===== src/shared/pin_change_pkg.sv =====
package pin_change_pkg;
    localparam int unsigned core_clk_mhz = 250;
    localparam logic [3:0] addr_porta_rise = 4'h0;
    localparam logic [3:0] addr_porta_fall = 4'h1;
    localparam logic [3:0] addr_porta_flags = 4'h2;
    localparam logic [3:0] addr_portb_rise = 4'h3;
    localparam logic [3:0] addr_portb_fall = 4'h4;
    localparam logic [3:0] addr_portb_flags = 4'h5;
    localparam logic [3:0] addr_portc_rise = 4'h6;
    localparam logic [3:0] addr_portc_fall = 4'h7;
    localparam logic [3:0] addr_portc_flags = 4'h8;
    localparam logic [3:0] addr_irq_control = 4'h9;
    localparam int unsigned addr_lsb = 2;
    localparam logic [7:0] porta_mask = 8'h3f;
    localparam logic [7:0] portb_mask = 8'hf0;
    localparam logic [7:0] portc_small_mask = 8'h3f;
    localparam logic [7:0] portc_large_mask = 8'hff;
    localparam logic [7:0] reg_reset = 8'h00;
    localparam int unsigned irq_enable_bit = 0;
    localparam int unsigned irq_summary_bit = 1;
    localparam int unsigned num_ports = 3;
    typedef enum logic [0:0] {
        bus_idle = 1'b0,
        bus_ack = 1'b1
    } bus_state_t;
endpackage


===== src/pin_change_edge_detector.sv =====
`timescale 1ns/1ps
`default_nettype none
module pin_change_edge_detector #(
    parameter bit large_variant = 1'b1
) (
    input wire logic core_clk,
    input wire logic reset,
    input wire logic wb_cyc_i,
    input wire logic wb_stb_i,
    input wire logic wb_we_i,
    input wire logic [5:0] wb_adr_i,
    input wire logic [3:0] wb_sel_i,
    input wire logic [31:0] wb_dat_i,
    output logic [31:0] wb_dat_o,
    output logic wb_ack_o,
    output logic wb_err_o,
    input wire logic [7:0] porta_pin,
    input wire logic [7:0] portb_pin,
    input wire logic [7:0] portc_pin,
    output logic change_irq_request,
    output logic wake_request
);
    localparam logic [7:0] portc_mask = large_variant ?
        pin_change_pkg::portc_large_mask : pin_change_pkg::portc_small_mask;
    localparam logic [7:0] portb_mask = large_variant ?
        pin_change_pkg::portb_mask : pin_change_pkg::reg_reset;
    logic [7:0] mask [pin_change_pkg::num_ports];
    assign mask[0] = pin_change_pkg::porta_mask;
    assign mask[1] = portb_mask;
    assign mask[2] = portc_mask;

    logic [7:0] pins [pin_change_pkg::num_ports];
    assign pins[0] = porta_pin;
    assign pins[1] = portb_pin;
    assign pins[2] = portc_pin;

    logic [7:0] rise_en [pin_change_pkg::num_ports];
    logic [7:0] fall_en [pin_change_pkg::num_ports];
    logic [7:0] flags [pin_change_pkg::num_ports];
    logic [7:0] sync1 [pin_change_pkg::num_ports];
    logic [7:0] sync2 [pin_change_pkg::num_ports];
    logic [7:0] prev [pin_change_pkg::num_ports];
    logic [7:0] event_pulse [pin_change_pkg::num_ports];
    logic master_enable;
    pin_change_pkg::bus_state_t state;

    // bus decode
    wire logic [3:0] reg_index = wb_adr_i[5:2];
    wire logic access = wb_cyc_i && wb_stb_i && state == pin_change_pkg::bus_idle;
    wire logic do_write = access && wb_we_i && wb_sel_i[0];
    wire logic mapped = reg_index <= pin_change_pkg::addr_irq_control;
    wire logic [7:0] wdata = wb_dat_i[7:0];
    wire logic ctl_write = do_write && reg_index == pin_change_pkg::addr_irq_control;

    genvar p;
    generate
        for (p = 0; p < pin_change_pkg::num_ports; p++) begin : g_port
            localparam logic [3:0] base = 4'(3 * p);
            wire logic wr_rise = do_write && reg_index == base;
            wire logic wr_fall = do_write && reg_index == base + 4'h1;
            wire logic wr_flag = do_write && reg_index == base + 4'h2;
            // rising where prev low and now high, falling the reverse
            assign event_pulse[p] = ((sync2[p] & ~prev[p] & rise_en[p]) |
                (~sync2[p] & prev[p] & fall_en[p])) & mask[p];
            always_ff @(posedge core_clk) begin
                // first stage feeds only the second
                sync1[p] <= pins[p];
                sync2[p] <= sync1[p];
                prev[p] <= sync2[p];
                if (reset) begin
                    rise_en[p] <= pin_change_pkg::reg_reset;
                    fall_en[p] <= pin_change_pkg::reg_reset;
                    flags[p] <= pin_change_pkg::reg_reset;
                end else begin
                    if (wr_rise) begin
                        rise_en[p] <= wdata & mask[p];
                    end
                    if (wr_fall) begin
                        fall_en[p] <= wdata & mask[p];
                    end
                    // new events win over a software clear
                    if (wr_flag) begin
                        flags[p] <= ((wdata & mask[p]) | event_pulse[p]);
                    end else begin
                        flags[p] <= flags[p] | event_pulse[p];
                    end
                end
            end
        end
    endgenerate

    wire logic summary = (|flags[0]) | (|flags[1]) | (|flags[2]);

    logic [7:0] read_byte;
    always_comb begin
        read_byte = pin_change_pkg::reg_reset;
        case (reg_index)
            pin_change_pkg::addr_porta_rise: read_byte = rise_en[0];
            pin_change_pkg::addr_porta_fall: read_byte = fall_en[0];
            pin_change_pkg::addr_porta_flags: read_byte = flags[0];
            pin_change_pkg::addr_portb_rise: read_byte = rise_en[1];
            pin_change_pkg::addr_portb_fall: read_byte = fall_en[1];
            pin_change_pkg::addr_portb_flags: read_byte = flags[1];
            pin_change_pkg::addr_portc_rise: read_byte = rise_en[2];
            pin_change_pkg::addr_portc_fall: read_byte = fall_en[2];
            pin_change_pkg::addr_portc_flags: read_byte = flags[2];
            pin_change_pkg::addr_irq_control: begin
                read_byte[pin_change_pkg::irq_enable_bit] = master_enable;
                read_byte[pin_change_pkg::irq_summary_bit] = summary;
            end
            default: read_byte = pin_change_pkg::reg_reset;
        endcase
    end

    always_ff @(posedge core_clk) begin
        if (reset) begin
            state <= pin_change_pkg::bus_idle;
            wb_ack_o <= 1'b0;
            wb_err_o <= 1'b0;
            wb_dat_o <= 32'h0000_0000;
            master_enable <= 1'b0;
            change_irq_request <= 1'b0;
            wake_request <= 1'b0;
        end else begin
            case (state)
                pin_change_pkg::bus_idle: begin
                    wb_ack_o <= access && mapped;
                    wb_err_o <= access && !mapped;
                    wb_dat_o <= {24'h00_0000, read_byte};
                    if (access) begin
                        state <= pin_change_pkg::bus_ack;
                    end
                end
                pin_change_pkg::bus_ack: begin
                    wb_ack_o <= 1'b0;
                    wb_err_o <= 1'b0;
                    state <= pin_change_pkg::bus_idle;
                end
                default: state <= pin_change_pkg::bus_idle;
            endcase
            if (ctl_write) begin
                master_enable <= wdata[pin_change_pkg::irq_enable_bit];
            end
            // flags keep collecting while masked; only the irq and wake requests are gated
            change_irq_request <= master_enable && summary;
            wake_request <= master_enable && summary;
        end
    end

    property p_flag_set_a;
        @(posedge core_clk) disable iff (reset)
        (event_pulse[0] != 8'h00) |=>
            ((flags[0] & $past(event_pulse[0])) == $past(event_pulse[0]));
    endproperty
    a_flag_set_a: assert property (p_flag_set_a) else $error("port a flag missed event");

    property p_no_enable;
        @(posedge core_clk) disable iff (reset)
        (rise_en[2] == 8'h00 && fall_en[2] == 8'h00) |-> (event_pulse[2] == 8'h00);
    endproperty
    a_no_enable: assert property (p_no_enable) else $error("event without enable");

    property p_a_high_zero;
        @(posedge core_clk) disable iff (reset)
        (flags[0][7:6] == 2'b00 && rise_en[0][7:6] == 2'b00);
    endproperty
    a_a_high_zero: assert property (p_a_high_zero) else $error("port a high bits set");

    property p_b_low_zero;
        @(posedge core_clk) disable iff (reset)
        (flags[1][3:0] == 4'h0 && fall_en[1][3:0] == 4'h0);
    endproperty
    a_b_low_zero: assert property (p_b_low_zero) else $error("port b low bits set");

    property p_sticky;
        @(posedge core_clk) disable iff (reset)
        // a write taken at either edge may legally change the flags two edges on
        (flags[2] != 8'h00 && !do_write) ##1 !do_write |=>
            ((flags[2] & $past(flags[2], 2)) == $past(flags[2], 2));
    endproperty
    a_sticky: assert property (p_sticky) else $error("flag lost without write");

    property p_set_wins;
        @(posedge core_clk) disable iff (reset)
        (do_write && reg_index == pin_change_pkg::addr_portc_flags && event_pulse[2] != 8'h00)
        |=> ((flags[2] & $past(event_pulse[2])) == $past(event_pulse[2]));
    endproperty
    a_set_wins: assert property (p_set_wins) else $error("clear beat edge");

    property p_irq_gate;
        @(posedge core_clk) disable iff (reset)
        !master_enable ##1 !master_enable |-> !change_irq_request;
    endproperty
    a_irq_gate: assert property (p_irq_gate) else $error("request while disabled");

    property p_irq_follow;
        @(posedge core_clk) disable iff (reset)
        (master_enable && summary) |=> change_irq_request && wake_request;
    endproperty
    a_irq_follow: assert property (p_irq_follow) else $error("request missing");

    property p_reset_clear;
        @(posedge core_clk) reset |=> (flags[0] == 8'h00 && rise_en[1] == 8'h00 && !master_enable);
    endproperty
    a_reset_clear: assert property (p_reset_clear) else $error("reset left state");

    property p_ack_once;
        @(posedge core_clk) disable iff (reset) wb_ack_o |=> !wb_ack_o;
    endproperty
    a_ack_once: assert property (p_ack_once) else $error("ack held");

    property p_flag_set_b;
        @(posedge core_clk) disable iff (reset)
        (event_pulse[1] != 8'h00) |=>
            ((flags[1] & $past(event_pulse[1])) == $past(event_pulse[1]));
    endproperty
    a_flag_set_b: assert property (p_flag_set_b) else $error("port b flag missed event");

    property p_flag_set_c;
        @(posedge core_clk) disable iff (reset)
        (event_pulse[2] != 8'h00) |=>
            ((flags[2] & $past(event_pulse[2])) == $past(event_pulse[2]));
    endproperty
    a_flag_set_c: assert property (p_flag_set_c) else $error("port c flag missed event");

    property p_rise_seen;
        @(posedge core_clk) disable iff (reset)
        ($rose(sync2[0][0]) && rise_en[0][0]) |-> event_pulse[0][0];
    endproperty
    a_rise_seen: assert property (p_rise_seen) else $error("rising edge not seen");

    property p_fall_seen;
        @(posedge core_clk) disable iff (reset)
        ($fell(sync2[2][7]) && fall_en[2][7] && portc_mask[7]) |-> event_pulse[2][7];
    endproperty
    a_fall_seen: assert property (p_fall_seen) else $error("falling edge not seen");

    property p_event_edge;
        @(posedge core_clk) disable iff (reset)
        (event_pulse[1] != 8'h00) |-> ((sync2[1] ^ prev[1]) != 8'h00);
    endproperty
    a_event_edge: assert property (p_event_edge) else $error("event without edge");

    property p_summary_set;
        @(posedge core_clk) disable iff (reset)
        (event_pulse[2] != 8'h00) |=> summary;
    endproperty
    a_summary_set: assert property (p_summary_set) else $error("summary not raised");

    property p_clear_takes;
        @(posedge core_clk) disable iff (reset)
        (do_write && reg_index == pin_change_pkg::addr_porta_flags && event_pulse[0] == 8'h00)
            |=> (flags[0] == ($past(wdata) & pin_change_pkg::porta_mask));
    endproperty
    a_clear_takes: assert property (p_clear_takes) else $error("flag write not applied");

    property p_b_rise_zero;
        @(posedge core_clk) disable iff (reset)
        ((rise_en[1] & ~portb_mask) == 8'h00);
    endproperty
    a_b_rise_zero: assert property (p_b_rise_zero) else $error("port b rise bits set");

    property p_wake_gate;
        @(posedge core_clk) disable iff (reset)
        !master_enable ##1 !master_enable |-> !wake_request;
    endproperty
    a_wake_gate: assert property (p_wake_gate) else $error("wake while disabled");

    property p_answer_once;
        @(posedge core_clk) disable iff (reset)
        (wb_cyc_i && wb_stb_i && state == pin_change_pkg::bus_idle)
            |=> (wb_ack_o ^ wb_err_o);
    endproperty
    a_answer_once: assert property (p_answer_once) else $error("no single answer");

    property p_err_data;
        @(posedge core_clk) disable iff (reset)
        wb_err_o |-> (wb_dat_o == 32'h0000_0000);
    endproperty
    a_err_data: assert property (p_err_data) else $error("error with data");

    property p_idle_quiet;
        @(posedge core_clk) disable iff (reset)
        !summary |=> !change_irq_request;
    endproperty
    a_idle_quiet: assert property (p_idle_quiet) else $error("request without flag");

    c_edge_a: cover property (@(posedge core_clk) event_pulse[0] != 8'h00);
    c_race: cover property (@(posedge core_clk) do_write && event_pulse[2] != 8'h00);
    c_irq: cover property (@(posedge core_clk) change_irq_request);
    c_err: cover property (@(posedge core_clk) wb_err_o);
    c_wake: cover property (@(posedge core_clk) wake_request);
endmodule
`default_nettype wire


===== config.mk =====
export PLATFORM = sky130hd
export DESIGN_NAME = pin_change_edge_detector
export DESIGN_NICKNAME = d
export VERILOG_FILES = /design/src/shared/pin_change_pkg.sv /design/src/pin_change_edge_detector.sv
export SDC_FILE = /design/constraint.sdc
export NUM_CORES = 1
export LEC_CHECK = 0
export ABC_CLOCK_PERIOD_IN_PS = 1600
export BUFFER_PORTS_ARGS = -buffer_cell sky130_fd_sc_hd__buf_2
export CELL_PAD_IN_SITES_DETAIL_PLACEMENT = 0
export CELL_PAD_IN_SITES_GLOBAL_PLACEMENT = 1
export CORE_MARGIN = 3
export CORE_UTILIZATION = 38
export DETAILED_ROUTE_END_ITERATION = 12
export GPL_TIMING_DRIVEN = 0
export PLACE_DENSITY_LB_ADDON = 0.3
export REMOVE_ABC_BUFFERS = 1
export SYNTH_ARGS = -nofsm -noshare
export SYNTH_HDL_FRONTEND = slang
export SYNTH_SLANG_ARGS = --single-unit

===== constraint.sdc =====
create_clock -name core_clk -period 1.6 [get_ports core_clk]
set_input_delay 0 -clock core_clk [delete_from_list [all_inputs] [get_ports core_clk]]
set_output_delay 0 -clock core_clk [all_outputs]
set_load 0.01 [all_outputs]

==> flow_summary.html <==
<table>
<tr><th>Metric</th><th>Value</th></tr>
<tr><th colspan="2">Synth</th></tr>
<tr><td>Biggest area contributors in the synthesized netlist</td><td>sky130_fd_sc_hd__edfxtp_1 (32%), sky130_fd_sc_hd__dfxtp_1 (27%), sky130_fd_sc_hd__buf_4 (4.2%)</td></tr>
<tr><td>Netlist Area Pre-Place</td><td>0.00505 mm^2</td></tr>
<tr><td>Synth top area share</td><td>32.1%</td></tr>
<tr><td>Combinational family with the most area after synthesis</td><td>simple AND/OR/NAND/NOR gates</td></tr>
<tr><td>Top cell type by total area after synthesis</td><td>sky130_fd_sc_hd__edfxtp_1</td></tr>
<tr><td>Multiplexer area fraction after synthesis</td><td>3.52%</td></tr>
<tr><td>Seq/Total Area, Yosys</td><td>58.6%</td></tr>
<tr><td>Number of storage elements in the synthesis netlist</td><td>121</td></tr>
<tr><td>Fraction of the mapped netlist area in adder cells</td><td>0%</td></tr>
<tr><td>Post-synthesis async set-or-reset flop share</td><td>0%</td></tr>
<tr><td>Synth Warn #</td><td>0</td></tr>
<tr><td>Synth Instances</td><td>435</td></tr>
<tr><td>Post-synthesis simple-gate area fraction</td><td>19.0%</td></tr>
<tr><td>Number of library cell types mapped by synthesis</td><td>63</td></tr>
<tr><td>Synth Area in Compound Gates</td><td>11.9%</td></tr>
<tr><td>Area share of xor/xnor cells in the synthesized design</td><td>0%</td></tr>
<tr><td>Dominant register cell in the synthesized netlist</td><td>sky130_fd_sc_hd__dfxtp_1</td></tr>
<tr><td>Mean area per synthesized cell</td><td>11.6 um^2</td></tr>
<tr><td>Number of enable flip-flop cells after synthesis</td><td>54</td></tr>
<tr><th colspan="2">Timing</th></tr>
<tr><td>Fmax</td><td>640 MHz</td></tr>
<tr><td>Final count of hold timing violations</td><td>0</td></tr>
<tr><td>Worst Clk Skew</td><td>0.0123 ns</td></tr>
<tr><td>Final Cycle Share</td><td>97.7%</td></tr>
<tr><td>Slew at the pin closest to its max-slew limit</td><td>0.688 ns</td></tr>
<tr><td>Count of endpoints failing setup in the final report</td><td>0</td></tr>
<tr><td>Tightest slew margin relative to the limit</td><td>54.1%</td></tr>
<tr><td>Clock period minus final worst setup slack</td><td>1.56 ns</td></tr>
<tr><td>Unrepaired setup endpoints after global routing</td><td>yes</td></tr>
<tr><td>Max-slew violation count</td><td>0</td></tr>
<tr><th colspan="2">Floorplan</th></tr>
<tr><td>Number of I/O pins</td><td>107</td></tr>
<tr><td>Horiz. Die Dim</td><td>121 um</td></tr>
<tr><td>Core Area</td><td>0.0128 mm^2</td></tr>
<tr><td>Die boundary height</td><td>121 um</td></tr>
<tr><td>Starting density of the core</td><td>39.4%</td></tr>
<tr><td>Std cell rows</td><td>41</td></tr>
<tr><td>Full die area</td><td>0.0147 mm^2</td></tr>
<tr><th colspan="2">Placed design</th></tr>
<tr><td>Number of buffer cells added on primary ports</td><td>47</td></tr>
<tr><td>Area post-placement</td><td>0.00535 mm^2</td></tr>
<tr><td>Placed wire-length estimate</td><td>8290 um</td></tr>
<tr><td>Gp weighted congestion</td><td>0.804</td></tr>
<tr><td>Placed cell count</td><td>651</td></tr>
<tr><th colspan="2">Setup path</th></tr>
<tr><td>CP max stage cell</td><td>sky130_fd_sc_hd__or3_4</td></tr>
<tr><td>Crit path buffers/inverters</td><td>1</td></tr>
<tr><td>Crit Reg-Reg Startpoint</td><td>state</td></tr>
<tr><td>Worst EP arrival</td><td>1.82 ns</td></tr>
<tr><td>Critical path's top delay family</td><td>simple AND/OR/NAND/NOR gates</td></tr>
<tr><td>Setup Crit Path Kind</td><td>reg2reg</td></tr>
<tr><td>Max incr delay on CP</td><td>0.46 ns</td></tr>
<tr><td>Worst Setup End Kind</td><td>flip-flop</td></tr>
<tr><td>Capturing point of the worst reg2reg path</td><td>flags[1][4]</td></tr>
<tr><td>Worst Reg2Reg Path Length in Cells</td><td>5</td></tr>
<tr><td>Crit-path cells</td><td>nor3b_4, buf_6, nand3_4, or3_4, o22ai_1</td></tr>
<tr><td>Setup slack, reg-to-reg</td><td>0.04 ns</td></tr>
<tr><td>Worst endpoint required time</td><td>1.86 ns</td></tr>
<tr><td>Crit path launch type</td><td>flip-flop</td></tr>
<tr><td>Maximum fanout count along the critical path</td><td>7</td></tr>
<tr><th colspan="2">Power</th></tr>
<tr><td>PnR Total Power</td><td>7.87 mW</td></tr>
<tr><td>Leakage power</td><td>2.53 nW</td></tr>
<tr><td>Power per Cell Area</td><td>1240 mW/mm^2</td></tr>
<tr><td>Peak VDD IR</td><td>0.671 mV</td></tr>
<tr><th colspan="2">Global route</th></tr>
<tr><td>GR Util All Layers</td><td>17.4%</td></tr>
<tr><td>Via count of the first global-routing pass</td><td>3460</td></tr>
<tr><td>Largest net degree at the start of global routing</td><td>34</td></tr>
<tr><td>Antenna violations before repair</td><td>0</td></tr>
<tr><td>Total global routing overflow</td><td>0</td></tr>
<tr><td>Global-route wire length before repair</td><td>18800 um</td></tr>
<tr><th colspan="2">Cells and area</th></tr>
<tr><td>Antenna cells</td><td>0</td></tr>
<tr><td>Final std cell area, no fill</td><td>0.00633 mm^2</td></tr>
<tr><td>Non-filler instance count after layout</td><td>713</td></tr>
<tr><td>Most common library cell in the layout ignoring fill and taps</td><td>sky130_fd_sc_hd__dfxtp_1</td></tr>
<tr><td>Layout cells sized above 1</td><td>21.6%</td></tr>
<tr><td>Post-layout net count</td><td>600</td></tr>
<tr><td>Area growth from synthesis to layout</td><td>25.3%</td></tr>
<tr><td>Fill cells</td><td>1193</td></tr>
<tr><td>Highest-count cells in the layout ignoring fill and taps</td><td>sky130_fd_sc_hd__dfxtp_1 (66), sky130_fd_sc_hd__edfxtp_1 (54), sky130_fd_sc_hd__buf_2 (47), sky130_fd_sc_hd__conb_1 (42)</td></tr>
<tr><th colspan="2">CTS</th></tr>
<tr><td>Clock tree from TritonCTS</td><td>yes</td></tr>
<tr><td>Total number of clock tree sinks</td><td>121</td></tr>
<tr><td>Clk Latency, worst-skew pair</td><td>0.42 ns</td></tr>
<tr><td>Htree depth</td><td>4</td></tr>
<tr><td>CTS Root Cell</td><td>sky130_fd_sc_hd__clkbuf_16</td></tr>
<tr><td>Clock slew at reported path FFs</td><td>0.06 ns</td></tr>
<tr><td>Number of CTS-inserted buffers</td><td>17</td></tr>
<tr><td>Max Buffers Root-to-Sink</td><td>2</td></tr>
<tr><th colspan="2">Route</th></tr>
<tr><td>DRT iter0 DRCs</td><td>214</td></tr>
<tr><td>Routed wire length per instance</td><td>17.2 um</td></tr>
<tr><td>Vias per Instance</td><td>5.05</td></tr>
<tr><td>Post-Route WL</td><td>12300 um</td></tr>
<tr><td>Routed vias</td><td>3601</td></tr>
<tr><td>Number of DRC violations after detailed routing</td><td>0</td></tr>
<tr><td>Remaining antenna violation count after routing</td><td>0</td></tr>
<tr><td>Drt pass-1 iters</td><td>4</td></tr>
<tr><th colspan="2">Min path</th></tr>
<tr><td>Number of cells on the worst hold path</td><td>2</td></tr>
<tr><td>Worst min path class</td><td>in2reg</td></tr>
<tr><td>Beginning of the worst hold path</td><td>wb_dat_i[5]</td></tr>
<tr><td>Worst Hold Endpoint</td><td>rise_en[0][5]</td></tr>
<tr><th colspan="2">Flow run</th></tr>
<tr><td>Count of maximum capacitance violations</td><td>0</td></tr>
<tr><th colspan="2">Status</th></tr>
<tr><td>Status</td><td>finished, final reports clean</td></tr>
</table>
## per-layer routing
metal / track usage (%) / routed length [um] / vias up
met5: 0 / 0 / -
met4: 6.93 / 242 / 0
met3: 5.55 / 698 / 19
met2: 27.0 / 5810 / 122
met1: 22.6 / 5500 / 1720
li1: - / - / 1740
## synth_stat cells (5+ instances only)
cell and instances:
sky130_fd_sc_hd__dfxtp_1 67, sky130_fd_sc_hd__edfxtp_1 54, sky130_fd_sc_hd__and2_1 29, sky130_fd_sc_hd__buf_4 28
sky130_fd_sc_hd__nand3b_1 28, sky130_fd_sc_hd__nor2_1 27, sky130_fd_sc_hd__nand2_1 23, sky130_fd_sc_hd__o21ai_0 16
sky130_fd_sc_hd__a31oi_1 13, sky130_fd_sc_hd__inv_1 11, sky130_fd_sc_hd__mux2i_1 11, sky130_fd_sc_hd__o22ai_1 10
sky130_fd_sc_hd__a22oi_1 9, sky130_fd_sc_hd__buf_2 9, sky130_fd_sc_hd__nor3_1 8, sky130_fd_sc_hd__nor4_1 7
sky130_fd_sc_hd__a31o_2 5, sky130_fd_sc_hd__nor2b_1 5
## power breakdown
part,switching (mW),internal [mW]
clock,1.36,2.51
combinational,0.304,0.218
sequential,0.0921,3.39
## flip-flops by register name, indices dropped and copies added (netlist names)
| register | count |
|---|---|
| wb_ack_o | 1 |
| prev | 18 |
| sync1 | 18 |
| rise_en | 18 |
| master_enable | 1 |
| flags | 18 |
| wake_request | 1 |
| fall_en | 18 |
| wb_dat_o | 8 |
| wb_err_o | 1 |
| sync2 | 18 |
| state | 1 |
## per-stage QoR
step / hold WS (ns) / setup slack [ns] / utilization, % / TNS (ns)
6_report: 0.0161 / 0.0369 / 49.4 / 0
5_1_grt: 0.0188 / -0.00628 / 49.4 / -0.00628
4_1_cts: 0.00263 / -0.00393 / 49.2 / -0.00774
3_5_place_dp: 0.104 / -0.585 / 41.7 / -27.92
3_3_place_gp: 0.102 / -0.594 / 41.7 / -27.47
2_1_floorplan: 0.0277 / 0.0879 / - / 0
## worst max-delay path by stage
stage,startpoint,depth (start not counted),endpoint,slack (ns)
after detailed placement,wb_adr_i[4],4,fall_en[2][2],-0.58
after global placement,wb_adr_i[4],4,fall_en[2][2],-0.59
after global routing,state,5,flags[1][7],-0.006
final,state,5,flags[1][4],0.04
after CTS,state,3,rise_en[0][2],-0.004
after floorplan,state,4,flags[1][7],0.09
## logic make-up after synthesis
| family | after synthesis |
|---|---|
| AND/OR/NAND/NOR | 158 |
| flip-flops | 121 |
| AO/OA/AOI/OAI | 84 |
| buffers and inverters | 54 |
| multiplexers | 16 |
| other | 2 |
## worst register-to-register path, cell delays in order (launching register included)
cell and delay [ns]:
sky130_fd_sc_hd__dfxtp_4 0.36, sky130_fd_sc_hd__nor3b_4 0.17, sky130_fd_sc_hd__buf_6 0.15, sky130_fd_sc_hd__nand3_4 0.12
sky130_fd_sc_hd__or3_4 0.46, sky130_fd_sc_hd__o22ai_1 0.15
## layout make-up
class                   count  area, um^2  share of cell area [%]
clock inverters            12         149                    2.35
well taps                 172         215                    3.40
inverters                  11        41.3                   0.652
multi-input cells         300        1970                    31.2
repair buffers             78         534                    8.44
flip-flops and latches    121        2970                    46.8
clock buffers              19         453                    7.15
## what timing repair did
item	4_1_cts	5_1_grt
pin swaps	3	5
endpoints found under the setup margin	79	41
resized for setup	15	6
setup buffers	5	1
hold buffers	25	0
hold endpoints to repair	43	0
Note: power is estimated with default switching activity, not from simulation.
